## config.mk

```make
export PLATFORM = sky130hd
export DESIGN_NAME = emb_ext_mem_bank_config
export DESIGN_NICKNAME = d
export VERILOG_FILES = /design/src/rtl/emb_pkg.sv /design/src/rtl/emb_ready_sync.sv /design/src/rtl/emb_bank_decode.sv /design/src/rtl/ext_mem_bank_config.sv
export SDC_FILE = /design/constraint.sdc
export NUM_CORES = 1
export LEC_CHECK = 0
export BUFFER_PORTS_ARGS = -buffer_cell sky130_fd_sc_hd__buf_4
export CELL_PAD_IN_SITES_DETAIL_PLACEMENT = 1
export CELL_PAD_IN_SITES_GLOBAL_PLACEMENT = 1
export CORE_ASPECT_RATIO = 1.1
export CORE_MARGIN = 5
export CORE_UTILIZATION = 40
export CTS_CLUSTER_DIAMETER = 60
export DETAILED_ROUTE_END_ITERATION = 16
export GPL_TIMING_DRIVEN = 0
export PLACE_DENSITY_LB_ADDON = 0.05
export SLEW_MARGIN = 20
export SYNTH_ARGS = -nofsm -noshare
export SYNTH_HDL_FRONTEND = slang
export SYNTH_HIERARCHICAL = 1
export SYNTH_SLANG_ARGS = --single-unit
```

## constraint.sdc

```tcl
create_clock -name core_clk -period 5.4 [get_ports core_clk]
set_clock_uncertainty 0.15 [all_clocks]
set_input_delay 1.62 -clock core_clk [delete_from_list [all_inputs] [get_ports core_clk]]
set_output_delay 1.62 -clock core_clk [all_outputs]
set_load 0.005 [all_outputs]
```

## src/rtl/emb_pkg.sv

```systemverilog
// Operation
// - length field sets size in 64KB steps
// - ready enable bit lets ready end cycles
// - sync select picks raw or synchronised ready
// - enable bit gates bank chip select
// - cycle-length field inserts 0 to 7 waits
// - chip select lasts cycle length plus two
// - bank 0 config resets to 0x7f3d
// - bank 1 config at 0x04 resets 0x0001
// - start address is base field times 2KB
// - bank 0 config is 16-bit read/write
// - ready checked after waits, low adds wait
// - chip select 0 wins on overlap
package emb_pkg;

  localparam int REG_AW = 5;
  localparam int ADDR_W = 23;

  localparam logic [REG_AW-1:0] OFS_BANK0_CONFIG   = 5'h00;
  localparam logic [REG_AW-1:0] OFS_BANK1_CONFIG   = 5'h04;
  localparam logic [REG_AW-1:0] OFS_RSVD_A         = 5'h08;
  localparam logic [REG_AW-1:0] OFS_RSVD_B         = 5'h0c;
  localparam logic [REG_AW-1:0] OFS_BANK1_START    = 5'h10;

  localparam logic [15:0] RST_BANK0_CONFIG = 16'h7f3d;
  localparam logic [15:0] RST_BANK1_CONFIG = 16'h0001;
  localparam logic [15:0] RST_RSVD         = 16'h0001;
  localparam logic [15:0] RST_BANK1_START  = 16'h0000;

  // config field positions
  localparam int LEN_HI = 14;
  localparam int LEN_LO = 8;
  localparam int RDY_EN_BIT = 7;
  localparam int SYNC_BIT = 6;
  localparam int BANK_EN_BIT = 5;
  localparam int CLEN_HI = 4;
  localparam int CLEN_LO = 2;
  localparam int BASE_HI = 11;
  localparam int BASE_LO = 0;
  localparam int BASE_SHIFT = 11;
  localparam int SIZE_SHIFT = 16;

  // extra cycles beyond the wait states: the chip select spans waits plus two
  localparam logic [3:0] CS_EXTRA = 4'h2;

  typedef struct packed {
    logic [6:0] sizeCode;
    logic       readyEn;
    logic       syncSel;
    logic       bankEn;
    logic [2:0] waitStates;
  } emb_bank_cfg_s;

  typedef enum logic [1:0] {
    ST_IDLE  = 2'b00,
    ST_WAIT  = 2'b01,
    ST_READY = 2'b10,
    ST_DONE  = 2'b11
  } emb_state_e;

endpackage

```

## src/rtl/emb_ready_sync.sv

```systemverilog
`timescale 1ns/100ps
module emb_ready_sync
  import emb_pkg::*;
#(
  parameter int STAGES = 2
)
(
  input  wire logic core_clk,
  input  wire logic rst,
  input  wire logic readyRaw,
  output logic      readySync
);

  logic [STAGES-1:0] chain_ff;

  // plain shift chain; only the last stage is observed
  always_ff @(posedge core_clk)
  begin
    if (rst)
      chain_ff <= '0;
    else
      chain_ff <= {chain_ff[STAGES-2:0], readyRaw};
  end

  assign readySync = chain_ff[STAGES-1];

endmodule

```

## src/rtl/emb_bank_decode.sv

```systemverilog
`timescale 1ns/100ps
module emb_bank_decode
  import emb_pkg::*;
(
  input  wire logic [ADDR_W-1:0] addr,
  input  wire emb_bank_cfg_s     cfg0,
  input  wire emb_bank_cfg_s     cfg1,
  input  wire logic [11:0]       base1,
  output logic                   hit0,
  output logic                   hit1
);

  logic [ADDR_W:0] start1;
  logic [ADDR_W:0] size1;
  logic [ADDR_W:0] size0;
  logic [ADDR_W:0] a;
  logic            in1;

  always_comb
  begin
    a      = {1'b0, addr};
    start1 = {1'b0, base1, {BASE_SHIFT{1'b0}}};
    size0  = ({17'h00000, cfg0.sizeCode} + 24'h000001) << SIZE_SHIFT;
    size1  = ({17'h00000, cfg1.sizeCode} + 24'h000001) << SIZE_SHIFT;
    in1    = (a >= start1) && (a < (start1 + size1));
    hit0   = cfg0.bankEn && (a < size0);
    hit1   = cfg1.bankEn && in1 && !hit0;
  end

endmodule

```

## src/rtl/ext_mem_bank_config.sv

```systemverilog
`timescale 1ns/100ps
module emb_ext_mem_bank_config
  import emb_pkg::*;
(
  input  wire logic              core_clk,
  input  wire logic              rst,
  // register port
  input  wire logic              regSel,
  input  wire logic              regWrite,
  input  wire logic [REG_AW-1:0] regAddr,
  input  wire logic [15:0]       regWdata,
  output logic [15:0]            regRdata,
  // access request from the system side
  input  wire logic              accReq,
  input  wire logic [ADDR_W-1:0] accAddr,
  output logic                   accBusy,
  output logic                   accDone,
  // external memory port
  input  wire logic              extReady,
  output logic                   chipSelectZeroN,
  output logic                   chipSelectOneN
);

  // ****************************************
  // local sizes
  // ****************************************
  // two flops cost two waits but keep a metastable ready out of the state decision
  localparam int         SYNC_STAGES = 2;
  localparam int         NUM_BANKS   = 2;
  localparam logic [3:0] CNT_FIRST   = 4'h1;

  // ****************************************
  // registers
  // ****************************************
  logic [15:0] bank0Config_ff;
  logic [15:0] bank1Config_ff;
  logic [15:0] rsvdA_ff;
  logic [15:0] rsvdB_ff;
  logic [15:0] bank1Start_ff;
  logic        wr;
  logic        wrBank0Cfg;
  logic        wrBank1Cfg;
  logic        wrRsvdA;
  logic        wrRsvdB;
  logic        wrBank1Start;

  assign wr           = regSel && regWrite;
  assign wrBank0Cfg   = wr && (regAddr == OFS_BANK0_CONFIG);
  assign wrBank1Cfg   = wr && (regAddr == OFS_BANK1_CONFIG);
  assign wrRsvdA      = wr && (regAddr == OFS_RSVD_A);
  assign wrRsvdB      = wr && (regAddr == OFS_RSVD_B);
  assign wrBank1Start = wr && (regAddr == OFS_BANK1_START);

  // all 16 bits are stored as written; keeping reserved bits right is up to software
  always_ff @(posedge core_clk)
  begin
    if (rst)
      bank0Config_ff <= RST_BANK0_CONFIG;
    else if (wrBank0Cfg)
      bank0Config_ff <= regWdata;
  end

  always_ff @(posedge core_clk)
  begin
    if (rst)
      bank1Config_ff <= RST_BANK1_CONFIG;
    else if (wrBank1Cfg)
      bank1Config_ff <= regWdata;
  end

  always_ff @(posedge core_clk)
  begin
    if (rst)
      rsvdA_ff <= RST_RSVD;
    else if (wrRsvdA)
      rsvdA_ff <= regWdata;
  end

  always_ff @(posedge core_clk)
  begin
    if (rst)
      rsvdB_ff <= RST_RSVD;
    else if (wrRsvdB)
      rsvdB_ff <= regWdata;
  end

  always_ff @(posedge core_clk)
  begin
    if (rst)
      bank1Start_ff <= RST_BANK1_START;
    else if (wrBank1Start)
      bank1Start_ff <= regWdata;
  end

  // read data registered; unmapped offsets read zero
  always_ff @(posedge core_clk)
  begin
    if (rst)
      regRdata <= 16'h0000;
    else if (regSel && !regWrite)
    begin
      case (regAddr)
        OFS_BANK0_CONFIG: regRdata <= bank0Config_ff;
        OFS_BANK1_CONFIG: regRdata <= bank1Config_ff;
        OFS_RSVD_A:       regRdata <= rsvdA_ff;
        OFS_RSVD_B:       regRdata <= rsvdB_ff;
        OFS_BANK1_START:  regRdata <= bank1Start_ff;
        default:          regRdata <= 16'h0000;
      endcase
    end
  end

  // ****************************************
  // field extraction
  // ****************************************
  emb_bank_cfg_s cfg0;
  emb_bank_cfg_s cfg1;
  emb_bank_cfg_s cfgSel;
  logic [15:0]   bankWord [NUM_BANKS];
  emb_bank_cfg_s bankCfg  [NUM_BANKS];

  assign bankWord[0] = bank0Config_ff;
  assign bankWord[1] = bank1Config_ff;

  // both banks share one field layout
  for (genvar b = 0; b < NUM_BANKS; b++)
  begin : g_field
    assign bankCfg[b] = '{sizeCode:   bankWord[b][LEN_HI:LEN_LO],
                          readyEn:    bankWord[b][RDY_EN_BIT],
                          syncSel:    bankWord[b][SYNC_BIT],
                          bankEn:     bankWord[b][BANK_EN_BIT],
                          waitStates: bankWord[b][CLEN_HI:CLEN_LO]};
  end

  assign cfg0 = bankCfg[0];
  assign cfg1 = bankCfg[1];

  // ****************************************
  // decode and ready paths
  // ****************************************
  logic hit0;
  logic hit1;
  logic readySync;

  // bank 0 is fixed at address zero; only bank 1 has a movable start
  emb_bank_decode u_decode
  (
    .addr  (accAddr),
    .cfg0  (cfg0),
    .cfg1  (cfg1),
    .base1 (bank1Start_ff[BASE_HI:BASE_LO]),
    .hit0  (hit0),
    .hit1  (hit1)
  );

  // the chain always runs so it is already settled when a bank selects it
  emb_ready_sync #(.STAGES(SYNC_STAGES)) u_sync
  (
    .core_clk  (core_clk),
    .rst       (rst),
    .readyRaw  (extReady),
    .readySync (readySync)
  );

  // ****************************************
  // access sequencer
  // ****************************************
  emb_state_e state_ff;
  emb_state_e nxt_state;
  logic       bankSel_ff;   // 0 = bank 0, 1 = bank 1
  logic [3:0] cnt_ff;
  logic [3:0] nxt_cnt;
  logic       readyNow;
  logic       nxt_cs0;
  logic       nxt_cs1;

  assign cfgSel = bankSel_ff ? cfg1 : cfg0;
  // raw path relies on software keeping waits above four for setup margin
  assign readyNow = cfgSel.syncSel ? readySync : extReady;

  always_comb
  begin
    nxt_state = state_ff;
    nxt_cnt   = cnt_ff;
    nxt_cs0   = 1'b0;
    nxt_cs1   = 1'b0;
    case (state_ff)
      ST_IDLE:
      begin
        if (accReq && (hit0 || hit1))
        begin
          nxt_state = ST_WAIT;
          nxt_cnt   = CNT_FIRST;
          nxt_cs0   = hit0;
          nxt_cs1   = hit1;
        end
        else if (accReq)
          nxt_state = ST_DONE;        // no bank claims it: finish with no select
      end
      ST_WAIT:
      begin
        nxt_cs0 = !bankSel_ff;
        nxt_cs1 = bankSel_ff;
        nxt_cnt = cnt_ff + 4'h1;
        // chip select spans waitStates + 2 cycles unless ready stretches it;
        // cnt_ff already includes the cycle in which the select fell
        if (cnt_ff >= ({1'b0, cfgSel.waitStates} + CS_EXTRA))
        begin
          if (cfgSel.readyEn && !readyNow)
            nxt_state = ST_READY;
          else
          begin
            nxt_state = ST_DONE;
            nxt_cs0   = 1'b0;
            nxt_cs1   = 1'b0;
          end
        end
      end
      ST_READY:
      begin
        // one extra wait per low sample
        if (readyNow)
          nxt_state = ST_DONE;
        else
        begin
          nxt_cs0 = !bankSel_ff;
          nxt_cs1 = bankSel_ff;
        end
      end
      // the done cycle gives the requester one edge to drop accReq
      ST_DONE:
        nxt_state = ST_IDLE;
      default:
        nxt_state = ST_IDLE;
    endcase
  end

  always_ff @(posedge core_clk)
  begin
    if (rst)
      state_ff <= ST_IDLE;
    else
      state_ff <= nxt_state;
  end

  // cycles of select low in ST_WAIT; restarts at CNT_FIRST for every accepted request
  always_ff @(posedge core_clk)
  begin
    if (rst)
      cnt_ff <= 4'h0;
    else
      cnt_ff <= nxt_cnt;
  end

  // bank is latched when the request is taken, so the select cannot move mid-access
  always_ff @(posedge core_clk)
  begin
    if (rst)
      bankSel_ff <= 1'b0;
    else if (state_ff == ST_IDLE)
      bankSel_ff <= hit1;
  end

  // ****************************************
  // outputs
  // ****************************************
  always_ff @(posedge core_clk)
  begin
    if (rst)
      chipSelectZeroN <= 1'b1;
    else
      chipSelectZeroN <= !nxt_cs0;
  end

  always_ff @(posedge core_clk)
  begin
    if (rst)
      chipSelectOneN <= 1'b1;
    else
      chipSelectOneN <= !nxt_cs1;
  end

  always_ff @(posedge core_clk)
  begin
    if (rst)
      accBusy <= 1'b0;
    else
      accBusy <= (nxt_state != ST_IDLE);
  end

  always_ff @(posedge core_clk)
  begin
    if (rst)
      accDone <= 1'b0;
    else
      accDone <= (nxt_state == ST_DONE);
  end

endmodule

```

==> Word level (Yosys, flattened, before mapping) <==
Index checks and enable logic that the tools add are counted.
{ "word_totals": {"register_bits": 109, "wordCells": 78} }
{ "classes": {"addsub": 5, "n_lt_le_gt_ge": 4, "eq_ne": 9, "mux": 21, "reduce_logical": 25} }
{ "op_table": {"columns": ["operator", "n"], "rows": [
  ["$pmux W16 S5", 1],
  ["$lt A23 B24 Y1", 2],
  ["$add A23 B24 Y24", 1],
  ["$ge A23 B23 Y1", 1],
  ["$add A7 B1 Y8 const B", 2],
  ["$logic_and A1 B1 Y1", 13],
  ["$eq A5 B4 Y1 const B", 2],
  ["$mux W1", 10],
  ["$mux W2", 4],
  ["$pmux W2 S4", 1],
  ["$pmux W4 S2", 1],
  ["$eq A2 B2 Y1 const B", 3],
  ["$logic_not A1 Y1", 6],
  ["$mux W6", 1],
  ["$pmux W1 S3", 2],
  ["$eq A5 B3 Y1 const B", 1],
  ["$eq A5 B5 Y1 const B", 1],
  ["$logic_not A5 Y1", 1],
  ["$add A3 B2 Y4 const B", 1],
  ["$add A4 B1 Y4 const B", 1],
  ["$ge A4 B4 Y1", 1],
  ["$mux W4", 1],
  ["$reduce_bool A2 Y1", 2],
  ["$eq A2 B1 Y1 const B", 1],
  ["other kinds (4)", 4]
]} }

==> Depth between registers and ports, before layout <==
{ "depth": {"depth_word": 11, "mapped_depth": 20, "ltp_nobuf": 20} }

==> Hierarchy <==
The synthesis kept the hierarchy.
{ "modules_own_cells": {"columns": ["mod", "n_inst", "cells_each", "area_each_um2"], "rows": [
  ["emb_ext_mem_bank_config", 1, 501, 4620.7],
  ["emb_bank_decode", 1, 144, 1087.3],
  ["emb_ready_sync", 1, 4, 52.6]
]} }

==> Least setup slack after synthesis <==
Ideal clock, no wire load.
{ "synth_timing": {"kind": "input to register", "from": "input accAddr[11]", "to": "register cnt_ff[2]", "setup_ns": 0.128, "arrival_ns": 3.747, "required_ns": 5.122, "setup_slack_ns": 1.375, "cell_stages": 13, "path_buffers": 0, "path_cell_list": "inv_1 > ha_1 > or4b_1 > nor4_2 > a31oi_1 > a211oi_2 > o21ai_1 > nor3_2 > o21ai_0 > a21oi_1 > o21ai_0 > a21oi_1 > nor2_1"} }
{ "synth_between": {"elab_chain_cells": 8, "word_cells_on_any_way": 12, "cone_classes": "order compare (3); eq/ne (1); reduce/logical (8)"} }
{ "synth_rtl": {"columns": ["element", "line_no", "rtl"], "rows": [
  ["start, declared", "ext_mem_bank_config.sv:15", "input wire logic [ADDR_W-1:0] accAddr,"],
  ["$lt A23 B24 Y1 (tied with other cells)", "emb_bank_decode.sv:25", "in1 = (a >= start1) && (a < (start1 + size1));"],
  ["$logic_and A1 B1 Y1, on equally long branches", "emb_bank_decode.sv:25, emb_bank_decode.sv:26", null],
  ["$logic_and A1 B1 Y1 or $logic_not A1 Y1 (tied branches)", "emb_bank_decode.sv:27", "hit1 = cfg1.bankEn && in1 && !hit0;"],
  ["$logic_and A1 B1 Y1 *", "emb_bank_decode.sv:27", null],
  ["net hit1", "ext_mem_bank_config.sv:142", "logic hit1;"],
  ["$logic_or A1 B1 Y1 *", "ext_mem_bank_config.sv:190", "if (accReq && (hit0 || hit1))"],
  ["$logic_and A1 B1 Y1 *", "ext_mem_bank_config.sv:190", null],
  ["$ne A2 B2 Y1 (no source line) *", null, null],
  ["$reduce_and A2 Y1 (no source line) *", null, null],
  ["end signal, assigned", "ext_mem_bank_config.sv:252", "cnt_ff <= nxt_cnt;"],
  ["end, declared", "ext_mem_bank_config.sv:171", "logic [3:0] cnt_ff;"]
]} }
The timed path passes the listed nets; every way through them passes the cells marked *.
A chain may end at the register's enable or synchronous reset.

==> Worst setup path in the final report <==
{ "layout_timing": {"from": "register bank1Config_ff[8]", "to": "register cnt_ff[2]"} }
{ "layout_between": {"elab_chain_cells": 10} }
{ "layout_rtl": {"columns": ["element", "line_no", "rtl"], "rows": [
  ["start, declared", "ext_mem_bank_config.sv:36", "logic [15:0] bank1Config_ff;"],
  ["start signal, assigned", "ext_mem_bank_config.sv:68", "bank1Config_ff <= regWdata;"],
  ["$add A7 B1 Y8", "emb_bank_decode.sv:24", "size1 = ({17'h00000, cfg1.sizeCode} + 24'h000001) << SIZE_SHIFT;"],
  ["$add A23 B24 Y24", "emb_bank_decode.sv:25", null],
  ["$lt A23 B24 Y1", "emb_bank_decode.sv:25", null],
  ["$logic_and A1 B1 Y1", "emb_bank_decode.sv:25", null],
  ["$logic_and A1 B1 Y1 (2 in series)", "emb_bank_decode.sv:27", null],
  ["net hit1", "ext_mem_bank_config.sv:142", null],
  ["$logic_or A1 B1 Y1", "ext_mem_bank_config.sv:190", null],
  ["$logic_and A1 B1 Y1", "ext_mem_bank_config.sv:190", null],
  ["$ne A2 B2 Y1 (no source line)", null, null],
  ["$reduce_and A2 Y1 (no source line)", null, null]
]} }
The timed path passes the listed nets, and every way through them passes these cells.

==> metrics.yaml <==
detailed_routing:
  drt-total-wl_mm: 18.37
  drc_errors: 0
  viasPerCell: 5.457
  antenna_left: 0
  vias: 5048
  first_iter_violations: 185
  wire_per_inst_um: 19.86
  drt_first_pass_iters: 4
timing:
  finalSetupTns_ps: 0
  finalHoldViolations: 0
  finalSetupViolCount: 0
  slew_violations: 0
  period_minus_slack_ps: 4449
  max_freq_ghz: 0.2248
  worstMarginPinSlew_ps: 807.2
  slew_headroom_pct: 45.99
  rsz0062_at_grt: "false"
  layout_setup_ws_ps: 951.3
  period_share_pct: 82.38
  holdWs_ps: 302.4
cts:
  cts-htree-levels: 3
  cts.sinks: 109
  tritoncts: "done"
  ctsHoldBuffers: 0
  cts-resized-gates: 0
  clk_pin_slew_ps: 80
  clk_latency_ps: 350
  cts_root_buffer: "clkbuf_16"
  cts_buffers: 9
  post_cts_buffers: 0
  clk_path_buf_depth: 2
layout:
  antenna_cells: 0
  fin_nets: 820
  regArea_sq_mm: 0.002182
  area_delta_synth_final_pct: 17.92
  fillers: 1745
  multi_input_area_sq_mm: 0.003278
  drive_gt1_share_pct: 16.23
logic_synthesis:
  synth_cell_types: 58
  syn_avg_cell_area_sq_um: 8.876
  synth_ff_type: "dfxtp_1"
  async_reset_ff_share_pct: 0
  syn_area_sq_mm: 0.005761
  synth-edff-count: 0
  synth.ff_latch_count: 109
  syn_nets: 741
  synth-seq-area-share_pct: 37.88
  synth_cells: 649
  ys_warn_count: 6
global_routing:
  grt_max_degree: 20
  gr-total-overflow: 0
  grt_pass1_wl_mm: 28.87
  grt_pass1_vias: 5325
  grt_usage_pct: 21.82
  antenna_found_initial: 0
power_and_ir_drop:
  vdd.ir_drop.worst_mv: 0.1201
  pwr_density_cell_mw_per_mm2: 237.9
  p_leak_uw: 0.002771
  p_total_uw: 1616
placement:
  post-place-ws_ps: 749.6
  place_congestion: 0.7925
  dp_hpwl_mm: 13.80
  io_buffers: 68
critical_path:
  cp_slowest_cell: "dfxtp_1"
  slowest_delay_ps: 460
  critPathMaxFanout: 6
  path_cells: "ha_1 > fa_1 > a21o_1 > a21oi_1 > o21bai_1 > a21oi_1 > xor2_1 > ha_1 > o21a_1 > and4_1 > o21ai_0 > a21oi_1 > nor3_2 > o21ai_0 > a21oi_1 > o21ai_0 > a21oi_1 > nor2_1"
  critPathRequiredTime_ps: 5470
  crit_buf_inv: 0
  cp-end-kind: "flip-flop"
  crit_arrival_ps: 4520
  cp_common_cell: "a21oi_1"
  cpLargestDelayFamily: "compound AO/OA/AOI/OAI gates"
  crit_type: "reg -> reg"
  cp-start-kind: "flip-flop"
floorplan:
  start_util_pct: 40.36
  fp.dieH_um: 135.9
  die_area_sq_mm: 0.01690
  rows: 46
  core_area_sq_mm: 0.01427
  io_pins: 70
  die_w_um: 124.4
job:
  drv_cap: 0
run_status:
  outcome: "complete, no violations"
hold_path:
  hold_path.class: "reg -> reg"
## per-stage QoR
stage | std cells | area [sq um] | utilization, %
after global routing | 925 | 6793 | 47.59
after CTS | 925 | 6793 | 47.59
after global placement | 909 | 6511 | 45.62
after detailed placement | 909 | 6511 | 45.62
final | 925 | 6793 | 47.59
after floorplan | 649 | 5761 | -
## cells by family after synthesis
| family | Yosys count | share of synthesized area, % |
|---|---|---|
| flip-flops | 109 | 37.88 |
| AND/OR/NAND/NOR | 229 | 18.81 |
| XOR/XNOR | 16 | 2.433 |
| multiplexers | 67 | 11.75 |
| buffers and inverters | 60 | 5.213 |
| adder cells (fa/ha/maj) | 42 | 9.253 |
| AO/OA/AOI/OAI | 126 | 14.66 |
## layer usage
layer / vias to the layer above / global-route usage (%) / part of all wire (%)
li1: 2433 / - / -
met1: 2467 / 27.16 / 44
met2: 122 / 39.27 / 50
met3: 26 / 3.301 / 4.7
met4: 0 / 6.273 / 2.0
met5: - / 0 / 0
## power breakdown
part	internal [uW]	total, uW	switching [uW]
sequential	810	816	5.55
clock	319	647	328
combinational	64.0	153	89.2
## worst register-to-register path, delay by kind of cell, from the launching register on
family / cells / cell delay, ps
AOI/OAI and AO/OA: 11 / 1830
adders and majority gates: 3 / 1020
and+or+nand+nor: 3 / 670
DFF: 1 / 460
xor gates and xnor gates: 1 / 190
## path summary, 6_finish.rpt
check,startpoint,to,slack [ps],cells after the start
setup / recovery,bank1Config_ff[8]$_SDFFE_PP0P_,cnt_ff[2]$_SDFFE_PP0P_,950,18
hold / removal,u_sync/chain_ff[0]$_SDFF_PP0_,u_sync/chain_ff[1]$_SDFF_PP0_,300,1
setup reg to reg,bank1Config_ff[8]$_SDFFE_PP0P_,cnt_ff[2]$_SDFFE_PP0P_,950,18
hold reg to reg,u_sync/chain_ff[0]$_SDFF_PP0_,u_sync/chain_ff[1]$_SDFF_PP0_,300,1
## cell type report
class                           count  area share (%)
Clock inverter                      7          0.8289
Clock buffer                        9           3.316
Multi-Input combinational cell    480           48.26
Buffer                             35           3.039
Timing Repair Buffer               68           7.515
Sequential cell                   109           32.12
Tap cell                          192           3.537
Inverter                           25           1.381
## placed cells by master, fill, tap and decap left out, types with 4 or more instances in the layout
master / Yosys / final
o211ai_1: 18 / 18
nand3_1: 12 / 12
nor2_1: 68 / 68
nor3_1: 4 / 4
nand3b_1: 13 / 13
ha_1: 41 / 41
clkbuf_1: 15 / 15
and3_1: 7 / 7
o21ai_0: 9 / 9
nor2b_1: 8 / 8
dfxtp_1: 109 / 109
mux2_2: 5 / 5
a22oi_1: 16 / 16
mux2i_1: 62 / 62
buf_4: 6 / 74
a21oi_1: 43 / 43
nand2_1: 97 / 97
xor2_1: 7 / 7
clkbuf_16: 0 / 9
o21a_1: 4 / 4
buf_2: 7 / 7
a22o_1: 16 / 16
inv_1: 25 / 25
xnor2_1: 9 / 9
## state kept, by name (all words and copies together) (netlist names)
name and count:
chipSelectOneN 1, bank1Start_ff 16, state_ff 2, bank0Config_ff 16, cnt_ff 4, chipSelectZeroN 1
rsvdA_ff 16, accDone 1, bankSel_ff 1, rsvdB_ff 16, regRdata 16, bank1Config_ff 16
u_sync/chain_ff 2, accBusy 1
## cells in the mapped netlist (all sizes together) (3+ instances only)
master | instances | share of area [%]
ha | 41 | 8.9
nand2 | 97 | 6.3
clkbuf | 16 | 1.1
nor2 | 69 | 4.5
nand3 | 15 | 1.7
and3 | 7 | 0.76
inv | 25 | 1.6
nor3 | 7 | 0.98
o21ai | 11 | 0.96
o211ai | 18 | 2.3
nand3b | 13 | 1.7
xnor2 | 9 | 1.4
dfxtp | 109 | 38
mux2 | 5 | 0.98
mux2i | 62 | 11
o21a | 4 | 0.52
a21oi | 43 | 3.7
a22o | 16 | 2.4
a211o | 3 | 0.46
nor2b | 8 | 0.87
xor2 | 7 | 1.1
buf | 19 | 2.5
a22oi | 16 | 2.1
a211oi | 4 | 0.61
(Power assumes the default switching activity.)
